## config.mk

```make
export PLATFORM = sky130hd
export DESIGN_NAME = ccc_status_caps_handler
export DESIGN_NICKNAME = d
export VERILOG_FILES = /design/src/ccc_status_caps_pkg.sv /design/src/ccc_status_caps_handler.sv /design/src/bus_line_sync.sv
export SDC_FILE = /design/constraint.sdc
export NUM_CORES = 1
export LEC_CHECK = 0
export ABC_AREA = 0
export BUFFER_PORTS_ARGS = -buffer_cell sky130_fd_sc_hd__clkbuf_2
export CORE_MARGIN = 2
export CORE_UTILIZATION = 57
export CTS_BUF_LIST = sky130_fd_sc_hd__clkbuf_4 sky130_fd_sc_hd__clkbuf_8
export CTS_CLUSTER_SIZE = 40
export DETAILED_ROUTE_END_ITERATION = 6
export PLACE_DENSITY_LB_ADDON = 0.12
export SYNTH_ARGS = -nofsm -noshare
export SYNTH_HDL_FRONTEND = slang
export SYNTH_HIERARCHICAL = 1
export SYNTH_SLANG_ARGS = --single-unit
```

## constraint.sdc

```tcl
create_clock -name i_sys_clk -period 2.7 [get_ports i_sys_clk]
set_clock_uncertainty 0.1 [all_clocks]
set_input_delay 0.27 -clock i_sys_clk [delete_from_list [all_inputs] [get_ports i_sys_clk]]
set_output_delay 0.27 -clock i_sys_clk [all_outputs]
set_load 0.03 [all_outputs]
```

## src/ccc_status_caps_pkg.sv

```systemverilog
// Constants and carrier types for the command-code handler.
// Assumes a single system clock domain and sampled bus pins.
`default_nettype none

package ccc_status_caps_pkg;

  localparam logic [6:0] BCAST_ADDR     = 7'h7e;
  localparam logic [7:0] CODE_SETAASA   = 8'h29;
  localparam logic [7:0] CODE_GETSTATUS = 8'h90;
  localparam logic [7:0] CODE_GETCAP    = 8'he0;

  // Status byte layout
  localparam int         STAT_CHK_BIT   = 7;
  localparam int         STAT_PAR_BIT   = 5;
  localparam logic [3:0] PEND_NONE      = 4'h0;
  localparam logic [3:0] PEND_SET       = 4'h1;

  // Capability bytes: only timer-based reset advertised
  localparam logic [7:0] CAP_MSB        = 8'h04;
  localparam logic [7:0] CAP_LSB        = 8'h00;

  // mode_config_reg and error_clear_reg bit positions
  localparam int         MODE_I3C_BIT   = 5;
  localparam int         CLR_CHK_BIT    = 1;
  localparam int         CLR_PAR_BIT    = 0;

  // Checksum: CRC-8, polynomial x^8+x^2+x+1
  localparam logic [7:0] CRC_POLY       = 8'h07;
  localparam logic [7:0] CRC_INIT       = 8'h00;

  // Last byte index of a read answer; last bit index of a byte frame
  localparam logic [1:0] LAST_IDX_PLAIN = 2'h1;
  localparam logic [1:0] LAST_IDX_PEC   = 2'h2;
  localparam logic [3:0] BIT_LAST       = 4'h8;

  typedef struct packed {
    logic scl;
    logic sda;
    logic scl_rise;
    logic scl_fall;
    logic start;
    logic stop;
  } line_evt_t;

  typedef struct packed {
    logic       chk_err;
    logic       par_err;
    logic [3:0] pend;
    logic       ibi;
  } status_t;

endpackage : ccc_status_caps_pkg

`default_nettype wire

```

## src/ccc_status_caps_handler.sv

```systemverilog
// Target-side handler for the address-assignment, status-read and
// capability-read common command codes. Assumes the target address and
// the register map live outside; clears arrive as one-cycle pulses.
//
// Operation
// - Address-assignment accepted only in two-wire mode, with command-code timing.
// - In the faster mode the address-assignment code is ignored completely.
// - Code 0x29 sets mode bit 5; effective at the next Start after STOP.
// - Address-assignment carries no checksum byte on either side.
// - Status read 0x90, then repeated Start with our address, only in fast mode.
// - In two-wire mode the status-read code is not acknowledged nor executed.
// - Status bytes: checksum flag bit 7; parity bit 5, pending code bits 3:0.
// - Checksum restarts at each Start and skips the broadcast write byte.
// - Answering the status read never clears any of its flags.
// - Flags clear by write-one to clear bits 1 and 0, or global clear.
// - Condition still present at a clear sets the flag and pending code again.
// - Pending code clears whenever clearing drops the interrupt status.
// - With checksums, host sends one after the code, device after its data.
// - After a parity or checksum error, NACK the repeated-Start transaction.
// - Capability read returns two bytes, most significant first.
// - Capability bit 2 of the first byte is one; all else zero.
`timescale 1ns/10ps
`default_nettype none

module ccc_status_caps_handler
  import ccc_status_caps_pkg::*;
(
  input  wire logic       i_sys_clk,
  input  wire logic       i_arst_n,
  input  wire logic       i_scl,
  input  wire logic       i_sda,
  input  wire logic [6:0] i_target_address,
  input  wire logic       i_pec_en,
  input  wire logic [1:0] i_error_clear_wr,
  input  wire logic       i_global_clear,
  input  wire logic       i_chk_cond,
  input  wire logic       i_par_cond,
  output logic            o_sda_out,
  output logic            o_sda_oe,
  output logic            o_mode_i3c,
  output logic            o_checksum_error_flag,
  output logic            o_parity_error_flag,
  output logic [3:0]      o_pending_irq,
  output logic            o_ibi_status
);

  typedef enum logic [2:0] {
    ST_IDLE, ST_ADDR, ST_CODE, ST_PEC_IN, ST_READ, ST_SKIP
  } link_state_t;

  line_evt_t   ev;
  link_state_t state_ff, nxt_state;
  logic [3:0]  bit_cnt_ff, nxt_bit_cnt;
  logic [7:0]  shift_ff, nxt_shift;
  logic [7:0]  tx_sh_ff, nxt_tx_sh;
  logic [7:0]  cmd_ff, nxt_cmd;
  logic [7:0]  crc_ff, nxt_crc;
  logic [1:0]  idx_ff, nxt_idx;
  logic        ack_ff, nxt_ack;
  logic        cmd_ready_ff, nxt_cmd_ready;
  logic        err_txn_ff, nxt_err_txn;
  logic        nack_ff, nxt_nack;
  logic        mode_pend_ff, nxt_mode_pend;
  logic        mode_armed_ff, nxt_mode_armed;
  logic        mode_ff, nxt_mode;
  logic        sda_out_ff, nxt_sda_out;
  logic        sda_oe_ff, nxt_sda_oe;
  logic        chk_evt, par_evt;
  logic [7:0]  rx_byte;
  logic [1:0]  last_idx;
  status_t     stat_ff, nxt_stat;
  bus_line_sync #(
    .STAGES (2)
  ) u_sync (
    .i_sys_clk (i_sys_clk),
    .i_arst_n  (i_arst_n),
    .i_scl     (i_scl),
    .i_sda     (i_sda),
    .o_evt     (ev)
  );
  function automatic logic [7:0] crc8(input logic [7:0] c, input logic [7:0] d);
    logic [7:0] r;
    r = c ^ d;
    for (int i = 0; i < 8; i++) begin
      r = r[7] ? ((r << 1) ^ CRC_POLY) : (r << 1);
    end
    return r;
  endfunction : crc8
  // Status is sampled at each byte load, so a flag set mid-read shows next time
  function automatic logic [7:0] tx_pick(input logic [7:0] cmd, input logic [1:0] idx,
                                         input status_t st, input logic [7:0] crc);
    logic [7:0] b;
    b = 8'h00;
    if (idx == LAST_IDX_PEC) begin
      b = crc;
    end else if (cmd == CODE_GETCAP) begin
      b = (idx == 2'h0) ? CAP_MSB : CAP_LSB;
    end else begin
      if (idx == 2'h0) begin
        b[STAT_CHK_BIT] = st.chk_err;
      end else begin
        b[STAT_PAR_BIT] = st.par_err;
        b[3:0]          = st.pend;
      end
    end
    return b;
  endfunction : tx_pick
  assign rx_byte  = {shift_ff[6:0], ev.sda};
  assign last_idx = i_pec_en ? LAST_IDX_PEC : LAST_IDX_PLAIN;
  always_comb begin
    nxt_state      = state_ff;
    nxt_bit_cnt    = bit_cnt_ff;
    nxt_shift      = shift_ff;
    nxt_tx_sh      = tx_sh_ff;
    nxt_cmd        = cmd_ff;
    nxt_crc        = crc_ff;
    nxt_idx        = idx_ff;
    nxt_ack        = ack_ff;
    nxt_cmd_ready  = cmd_ready_ff;
    nxt_err_txn    = err_txn_ff;
    nxt_nack       = nack_ff;
    nxt_mode_pend  = mode_pend_ff;
    nxt_mode_armed = mode_armed_ff;
    nxt_mode       = mode_ff;
    nxt_sda_out    = sda_out_ff;
    nxt_sda_oe     = sda_oe_ff;
    chk_evt        = 1'b0;
    par_evt        = 1'b0;
    if (ev.stop) begin
      nxt_state     = ST_IDLE;
      nxt_bit_cnt   = 4'h0;
      nxt_sda_oe    = 1'b0;
      nxt_cmd_ready = 1'b0;
      nxt_err_txn   = 1'b0;
      nxt_nack      = 1'b0;
      if (mode_pend_ff) begin
        nxt_mode_armed = 1'b1;
        nxt_mode_pend  = 1'b0;
      end
    end else if (ev.start) begin
      // Mode switch waits for a fresh Start, never a repeated one
      if (state_ff == ST_IDLE && mode_armed_ff) begin
        nxt_mode       = 1'b1;
        nxt_mode_armed = 1'b0;
      end
      nxt_nack    = (state_ff != ST_IDLE) && (err_txn_ff || nack_ff);
      nxt_err_txn = 1'b0;
      nxt_crc     = CRC_INIT;
      nxt_bit_cnt = 4'h0;
      nxt_ack     = 1'b0;
      nxt_sda_oe  = 1'b0;
      nxt_state   = ST_ADDR;
    end else if (ev.scl_rise) begin
      unique case (state_ff)
        ST_ADDR, ST_CODE, ST_PEC_IN: begin
          if (bit_cnt_ff < BIT_LAST) begin
            nxt_shift   = rx_byte;
            nxt_bit_cnt = 4'(bit_cnt_ff + 4'h1);
            if (bit_cnt_ff == 4'h7) begin
              if (state_ff == ST_ADDR) begin
                nxt_ack = ((rx_byte == {BCAST_ADDR, 1'b0})
                          || (rx_byte == {i_target_address, 1'b1} && cmd_ready_ff && mode_ff))
                          && !nack_ff;
                if (rx_byte != {BCAST_ADDR, 1'b0}) begin
                  nxt_crc = crc8(crc_ff, rx_byte);
                end
              end else if (state_ff == ST_CODE) begin
                // Two-wire mode acks only the assignment code
                nxt_ack = !mode_ff && rx_byte == CODE_SETAASA;
                nxt_crc = crc8(crc_ff, rx_byte);
              end else begin
                nxt_ack = 1'b0;
              end
            end
          end else begin
            nxt_bit_cnt = 4'h0;
            unique case (state_ff)
              ST_ADDR: begin
                if (!ack_ff) begin
                  nxt_state = ST_SKIP;
                end else if (shift_ff == {BCAST_ADDR, 1'b0}) begin
                  nxt_state = ST_CODE;
                end else begin
                  nxt_state = ST_READ;
                  nxt_idx   = 2'h0;
                  nxt_tx_sh = tx_pick(cmd_ff, 2'h0, stat_ff, crc_ff);
                  nxt_crc   = crc8(crc_ff, nxt_tx_sh);
                end
              end
              ST_CODE: begin
                nxt_state = ST_SKIP;
                if (!mode_ff) begin
                  if (ack_ff) begin
                    nxt_mode_pend = 1'b1;
                  end
                end else if (!(^{shift_ff, ev.sda})) begin
                  par_evt     = 1'b1;
                  nxt_err_txn = 1'b1;
                end else if (shift_ff == CODE_GETSTATUS || shift_ff == CODE_GETCAP) begin
                  nxt_cmd = shift_ff;
                  if (i_pec_en) begin
                    nxt_state = ST_PEC_IN;
                  end else begin
                    nxt_cmd_ready = 1'b1;
                  end
                end
              end
              ST_PEC_IN: begin
                nxt_state = ST_SKIP;
                if (!(^{shift_ff, ev.sda})) begin
                  par_evt     = 1'b1;
                  nxt_err_txn = 1'b1;
                end else if (shift_ff != crc_ff) begin
                  chk_evt     = 1'b1;
                  nxt_err_txn = 1'b1;
                end else begin
                  nxt_cmd_ready = 1'b1;
                end
              end
              default: begin
                nxt_state = ST_SKIP;
              end
            endcase
          end
        end
        ST_READ: begin
          if (bit_cnt_ff < BIT_LAST) begin
            nxt_bit_cnt = 4'(bit_cnt_ff + 4'h1);
          end else begin
            nxt_bit_cnt = 4'h0;
            if (idx_ff == last_idx) begin
              nxt_state     = ST_SKIP;
              nxt_cmd_ready = 1'b0;
            end else begin
              nxt_idx   = 2'(idx_ff + 2'h1);
              nxt_tx_sh = tx_pick(cmd_ff, nxt_idx, stat_ff, crc_ff);
              nxt_crc   = crc8(crc_ff, nxt_tx_sh);
            end
          end
        end
        ST_IDLE, ST_SKIP: begin
          nxt_bit_cnt = 4'h0;
        end
      endcase
    end else if (ev.scl_fall) begin
      unique case (state_ff)
        ST_ADDR, ST_CODE, ST_PEC_IN: begin
          nxt_sda_oe  = (bit_cnt_ff == BIT_LAST) && ack_ff;
          nxt_sda_out = 1'b0;
        end
        ST_READ: begin
          nxt_sda_oe = 1'b1;
          if (bit_cnt_ff < BIT_LAST) begin
            nxt_sda_out = tx_sh_ff[7];
            nxt_tx_sh   = {tx_sh_ff[6:0], 1'b0};
          end else begin
            nxt_sda_out = (idx_ff != last_idx);
          end
        end
        ST_IDLE, ST_SKIP: begin
          nxt_sda_oe  = 1'b0;
          nxt_sda_out = 1'b0;
        end
      endcase
    end
  end
  always_ff @(posedge i_sys_clk or negedge i_arst_n) begin
    if (!i_arst_n) begin
      state_ff      <= ST_IDLE;
      bit_cnt_ff    <= 4'h0;
      shift_ff      <= 8'h00;
      tx_sh_ff      <= 8'h00;
      cmd_ff        <= 8'h00;
      crc_ff        <= CRC_INIT;
      idx_ff        <= 2'h0;
      ack_ff        <= 1'b0;
      cmd_ready_ff  <= 1'b0;
      err_txn_ff    <= 1'b0;
      nack_ff       <= 1'b0;
      mode_pend_ff  <= 1'b0;
      mode_armed_ff <= 1'b0;
      mode_ff       <= 1'b0;
      sda_out_ff    <= 1'b0;
      sda_oe_ff     <= 1'b0;
    end else begin
      state_ff      <= nxt_state;
      bit_cnt_ff    <= nxt_bit_cnt;
      shift_ff      <= nxt_shift;
      tx_sh_ff      <= nxt_tx_sh;
      cmd_ff        <= nxt_cmd;
      crc_ff        <= nxt_crc;
      idx_ff        <= nxt_idx;
      ack_ff        <= nxt_ack;
      cmd_ready_ff  <= nxt_cmd_ready;
      err_txn_ff    <= nxt_err_txn;
      nack_ff       <= nxt_nack;
      mode_pend_ff  <= nxt_mode_pend;
      mode_armed_ff <= nxt_mode_armed;
      mode_ff       <= nxt_mode;
      sda_out_ff    <= nxt_sda_out;
      sda_oe_ff     <= nxt_sda_oe;
    end
  end
  // Set beats clear so an event in the clearing cycle survives
  always_comb begin
    nxt_stat         = stat_ff;
    nxt_stat.chk_err = (stat_ff.chk_err & ~(i_error_clear_wr[CLR_CHK_BIT] | i_global_clear))
                       | chk_evt | i_chk_cond;
    nxt_stat.par_err = (stat_ff.par_err & ~(i_error_clear_wr[CLR_PAR_BIT] | i_global_clear))
                       | par_evt | i_par_cond;
    nxt_stat.ibi     = nxt_stat.chk_err | nxt_stat.par_err;
    nxt_stat.pend    = nxt_stat.ibi ? PEND_SET : PEND_NONE;
  end
  always_ff @(posedge i_sys_clk or negedge i_arst_n) begin
    if (!i_arst_n) begin
      stat_ff <= '0;
    end else begin
      stat_ff <= nxt_stat;
    end
  end
  assign o_sda_out             = sda_out_ff;
  assign o_sda_oe              = sda_oe_ff;
  assign o_mode_i3c            = mode_ff;
  assign o_checksum_error_flag = stat_ff.chk_err;
  assign o_parity_error_flag   = stat_ff.par_err;
  assign o_pending_irq         = stat_ff.pend;
  assign o_ibi_status          = stat_ff.ibi;
  chk_mode_at_start: assert property (@(posedge i_sys_clk) disable iff (!i_arst_n)
    $rose(mode_ff) |-> $past(ev.start) && $past(mode_armed_ff))
    else $error("Mode changed without a fresh Start");
  chk_pend_only_i2c: assert property (@(posedge i_sys_clk) disable iff (!i_arst_n)
    $rose(mode_pend_ff) |-> !mode_ff && $past(shift_ff) == CODE_SETAASA)
    else $error("Mode request taken outside two-wire mode");
  chk_fast_ignores: assert property (@(posedge i_sys_clk) disable iff (!i_arst_n)
    mode_ff |=> !$rose(mode_pend_ff))
    else $error("Assignment code acted on in fast mode");
  chk_no_status_ack: assert property (@(posedge i_sys_clk) disable iff (!i_arst_n)
    (state_ff == ST_CODE && !mode_ff && bit_cnt_ff == BIT_LAST && shift_ff == CODE_GETSTATUS)
    |-> !ack_ff ##1 !(sda_oe_ff && !sda_out_ff && state_ff == ST_CODE))
    else $error("Status code acknowledged in two-wire mode");
  chk_flag_hold: assert property (@(posedge i_sys_clk) disable iff (!i_arst_n)
    $fell(stat_ff.chk_err) |-> $past(i_error_clear_wr[CLR_CHK_BIT] | i_global_clear))
    else $error("Checksum flag dropped without a clear");
  chk_set_wins: assert property (@(posedge i_sys_clk) disable iff (!i_arst_n)
    (i_par_cond && i_error_clear_wr[CLR_PAR_BIT]) |=> stat_ff.par_err && stat_ff.pend == PEND_SET)
    else $error("Clear beat a present parity condition");
  chk_pend_tracks: assert property (@(posedge i_sys_clk) disable iff (!i_arst_n)
    $fell(stat_ff.ibi) |-> stat_ff.pend == PEND_NONE && $past(stat_ff.pend) == PEND_SET)
    else $error("Pending code out of step with interrupt status");
  chk_nack_after_err: assert property (@(posedge i_sys_clk) disable iff (!i_arst_n)
    (ev.start && err_txn_ff && state_ff != ST_IDLE) |=> nack_ff ##1 !ack_ff[*8])
    else $error("Acknowledged after an errored transaction");
  chk_tbit_value: assert property (@(posedge i_sys_clk) disable iff (!i_arst_n)
    (ev.scl_fall && state_ff == ST_READ && bit_cnt_ff == BIT_LAST)
    |=> sda_oe_ff && sda_out_ff == ($past(idx_ff) != $past(last_idx)))
    else $error("Transition bit wrong for byte position");
  chk_cap_first: assert property (@(posedge i_sys_clk) disable iff (!i_arst_n)
    ($rose(state_ff == ST_READ) && cmd_ff == CODE_GETCAP) |-> tx_sh_ff == CAP_MSB)
    else $error("Capability first byte wrong");

endmodule : ccc_status_caps_handler

`default_nettype wire

```

## src/bus_line_sync.sv

```systemverilog
// Two-flop synchronisers for the bus clock and data pins plus
// edge, Start and STOP detection. Assumes pins are asynchronous.
`timescale 1ns/10ps
`default_nettype none

module bus_line_sync
  import ccc_status_caps_pkg::*;
#(
  parameter int STAGES = 2
) (
  input  wire logic      i_sys_clk,
  input  wire logic      i_arst_n,
  input  wire logic      i_scl,
  input  wire logic      i_sda,
  output var line_evt_t  o_evt
);

  if (STAGES < 2) begin : g_bad_stages
    $error("bus_line_sync needs at least two stages");
  end

  logic [1:0] pin_in;
  logic [1:0] sync_q;
  logic [1:0] prev_ff;
  logic [1:0] nxt_prev;

  assign pin_in = {i_scl, i_sda};

  for (genvar g = 0; g < 2; g++) begin : g_sync
    logic [STAGES-1:0] chain_ff;
    logic [STAGES-1:0] nxt_chain;
    always_comb begin
      nxt_chain = {chain_ff[STAGES-2:0], pin_in[g]};
    end
    // Idle bus is high; reset to that to avoid a false Start
    always_ff @(posedge i_sys_clk or negedge i_arst_n) begin
      if (!i_arst_n) begin
        chain_ff <= '1;
      end else begin
        chain_ff <= nxt_chain;
      end
    end
    assign sync_q[g] = chain_ff[STAGES-1];
  end

  always_comb begin
    nxt_prev = sync_q;
  end

  always_ff @(posedge i_sys_clk or negedge i_arst_n) begin
    if (!i_arst_n) begin
      prev_ff <= 2'h3;
    end else begin
      prev_ff <= nxt_prev;
    end
  end

  always_comb begin
    o_evt.scl      = sync_q[1];
    o_evt.sda      = sync_q[0];
    o_evt.scl_rise = sync_q[1] & ~prev_ff[1];
    o_evt.scl_fall = ~sync_q[1] & prev_ff[1];
    o_evt.start    = sync_q[1] & prev_ff[1] & prev_ff[0] & ~sync_q[0];
    o_evt.stop     = sync_q[1] & prev_ff[1] & ~prev_ff[0] & sync_q[0];
  end

endmodule : bus_line_sync

`default_nettype wire

```

==> summary.md <==
| Metric | Value |
|---|---|
| Status | `complete, no violations` |
| Fin crit share | `0.918` |
| Via count | `roughly 3.1k` |
| Mapped Cells | `around 410` |
| Core area | `6460 sq um` |
| FMAX | `403 MHz` |
| Drt wl/cell | `17.0 um` |
| Final Max Tran Viols | `0` |
| Worst-Margin Slew | `0.651 ns` |
| Peak VDD IR | `0.000604 V` |
| Synth warnings | `6` |
| HP Class | `input pin to flip-flop` |
| Dpl hpwl | `6.61 mm` |
| Slew headroom | `0.566` |
| Post-route cell area | `4270 sq um` |
| PD cells | `716 nW/um^2` |
| MaxCap Viol Count | `0` |
| IO Port Bufs | `23` |
| Largest net degree at the start of global routing | `37` |
| Total grt overflow | `0` |
| Leak | `roughly 2.0 nW` |
| Die width | `86.2 um` |
| First-pass DRT Iterations | `4` |
| Global-route wire length before repair | `around 15 mm` |
| RSZ-0062 raised after global routing | `false` |
| CTS tree | `yes` |
| Worst setup SP type | `flip-flop` |
| Synthesis-to-layout area growth | `10.9%` |
| Total wire length | `8.77 mm` |
| Critical path required time | `2.84 ns` |
| Worst Setup End Kind | `flip-flop` |
| CP Max Fanout | `8` |
| Worst-skew pair later-pin latency | `roughly 0.35 ns` |
| Placed Area | `4060 sq um` |
| Post-route ant nets | `0` |
| Final Hold Fails | `0` |
| Tmin final | `2.48 ns` |
| Gr usage total | `0.258` |
| Die area | `7430 sq um` |
| Critical path type | `flip-flop to flip-flop` |
| H-tree depth | `3` |
| Share of cells above drive strength 1 | `0.203` |
| Worst path arrival time | `2.61 ns` |
| Antenna violations before repair | `0` |
| Post-CTS resize count | `0` |
| Die height | `approximately 86 um` |
| Clk buf depth | `2` |
| Clk root buf | `clkbuf_8` |
| Initial Util | `0.596` |
| Number of buffers created by CTS | `9` |
| Gpl congestion | `0.912` |
| Vias/cell | `slightly below 6` |
| CTS sink cnt | `59` |
| Register clock-pin slew on the reported worst setup and hold paths | `approximately 0.07 ns` |
| DRC | `0` |
| Post-CTS Setup Bufs | `0` |
| Vias in the first global route | `between 3k and 4k` |
| Num rows | `29` |
| ANT cells | `0` |
| Total Neg Setup Slack | `0 ns` |
| Final #Nets | `~460` |
| Final setup fails | `0` |
| IO Pins | `27` |
| DR iter-0 viols | `179` |
| Mean Syn Cell Area | `roughly 9.4 sq um` |
| Syn Std Cell Area | `approximately 3900 sq um` |
## per-layer routing
metal / share of wire / global-route usage / vias to the layer above
met3: 0.041 / 0.0486 / 23
met1: 0.45 / 0.327 / 1487
met2: 0.48 / 0.425 / 75
li1: - / - / 1469
met4: 0.029 / 0.131 / 0
met5: 0 / 0 / -
## sequential cells by signal (all words and copies together), names as in the netlist, 2 cells and up
signal                  flops
cmd_ff                      8
u_sync/prev_ff              2
state_ff                    3
shift_ff                    8
u_sync/g_sync.chain_ff      4
bit_cnt_ff                  4
tx_sh_ff                    8
idx_ff                      2
crc_ff                      8
## where the power goes
group	internal [mW]	switching [mW]	total [mW]	leakage, nW
registers	0.988	0.106	1.09	0.778
clock network	0.411	0.342	0.753	0.101
logic	0.573	0.639	1.21	1.08
## critical path: stages, from the launching register on
cell	delay, ns
dfrtp_1	0.42
or3b_1	0.39
or4_4	0.52
a21oi_2	0.16
nor4_2	0.07
a31oi_4	0.32
mux2_2	0.38
## layout by cell type, fill, tap and decap left out, types with 4 or more instances in the layout
cell and n:
a22o_1 10, nand2b_1 4, mux2i_1 6, inv_1 16
nand4_1 5, o22ai_1 10, nor4_1 4, dfstp_2 6
o21ai_0 24, clkbuf_8 11, dfrtp_1 53, buf_4 17
xnor2_1 37, a21oi_1 13, nor2_1 24, xor2_1 26
nor3_1 7, nand3_1 5, or2_2 4, nand2_1 32
ha_1 12, mux2_2 13, clkbuf_2 23, nand3b_1 4
nor2b_1 11
## layout make-up
class                           count  area [sq um]
Timing Repair Buffer               44           293
Clock buffer                       14           174
Fill cell                         544          2180
Tap cell                           77          96.3
Clock inverter                      2          10.0
Sequential cell                    59          1480
Multi-Input combinational cell    302          2150
Inverter                           18          67.6
## repair_timing
item / 4_1_cts / 5_1_grt
setup endpoints to repair: 0 / 0
hold buffers: 3 / 0
endpoints found under the hold margin: 25 / 0
## path summary, 6_finish.rpt
kind	slack, ns	cells past startpoint	from	end
setup / recovery	0.22	6	shift_ff[7]$_DFFE_PN0P_	tx_sh_ff[1]$_DFFE_PN0P_
setup reg to reg	0.22	6	shift_ff[7]$_DFFE_PN0P_	tx_sh_ff[1]$_DFFE_PN0P_
max in group asynchronous	1.42	3	i_arst_n	u_sync/g_sync[0].chain_ff[1]$_DFF_PN1_
min in group asynchronous	0.39	2	i_arst_n	tx_sh_ff[4]$_DFFE_PN0P_
hold / removal	0.06	3	i_par_cond	o_parity_error_flag$_DFF_PN0_
hold reg to reg	0.26	0	u_sync/g_sync[0].chain_ff[0]$_DFF_PN1_	u_sync/g_sync[0].chain_ff[1]$_DFF_PN1_
## stage by stage
step / hold WS [ns] / setup WS (ns) / util / power, mW / cells
floorplan: -0.126 / 0.0723 / - / 1.99 / 413
global placement: 0.214 / 0.242 / 0.629 / 2.29 / 497
detailed placement: 0.224 / 0.214 / 0.629 / 2.31 / 497
CTS: 0.0586 / 0.212 / 0.662 / 3.08 / 516
global route: 0.0839 / 0.0716 / 0.662 / 3.26 / 516
finish: 0.0579 / 0.221 / 0.662 / 3.06 / 516
(Power assumes the default switching activity.)
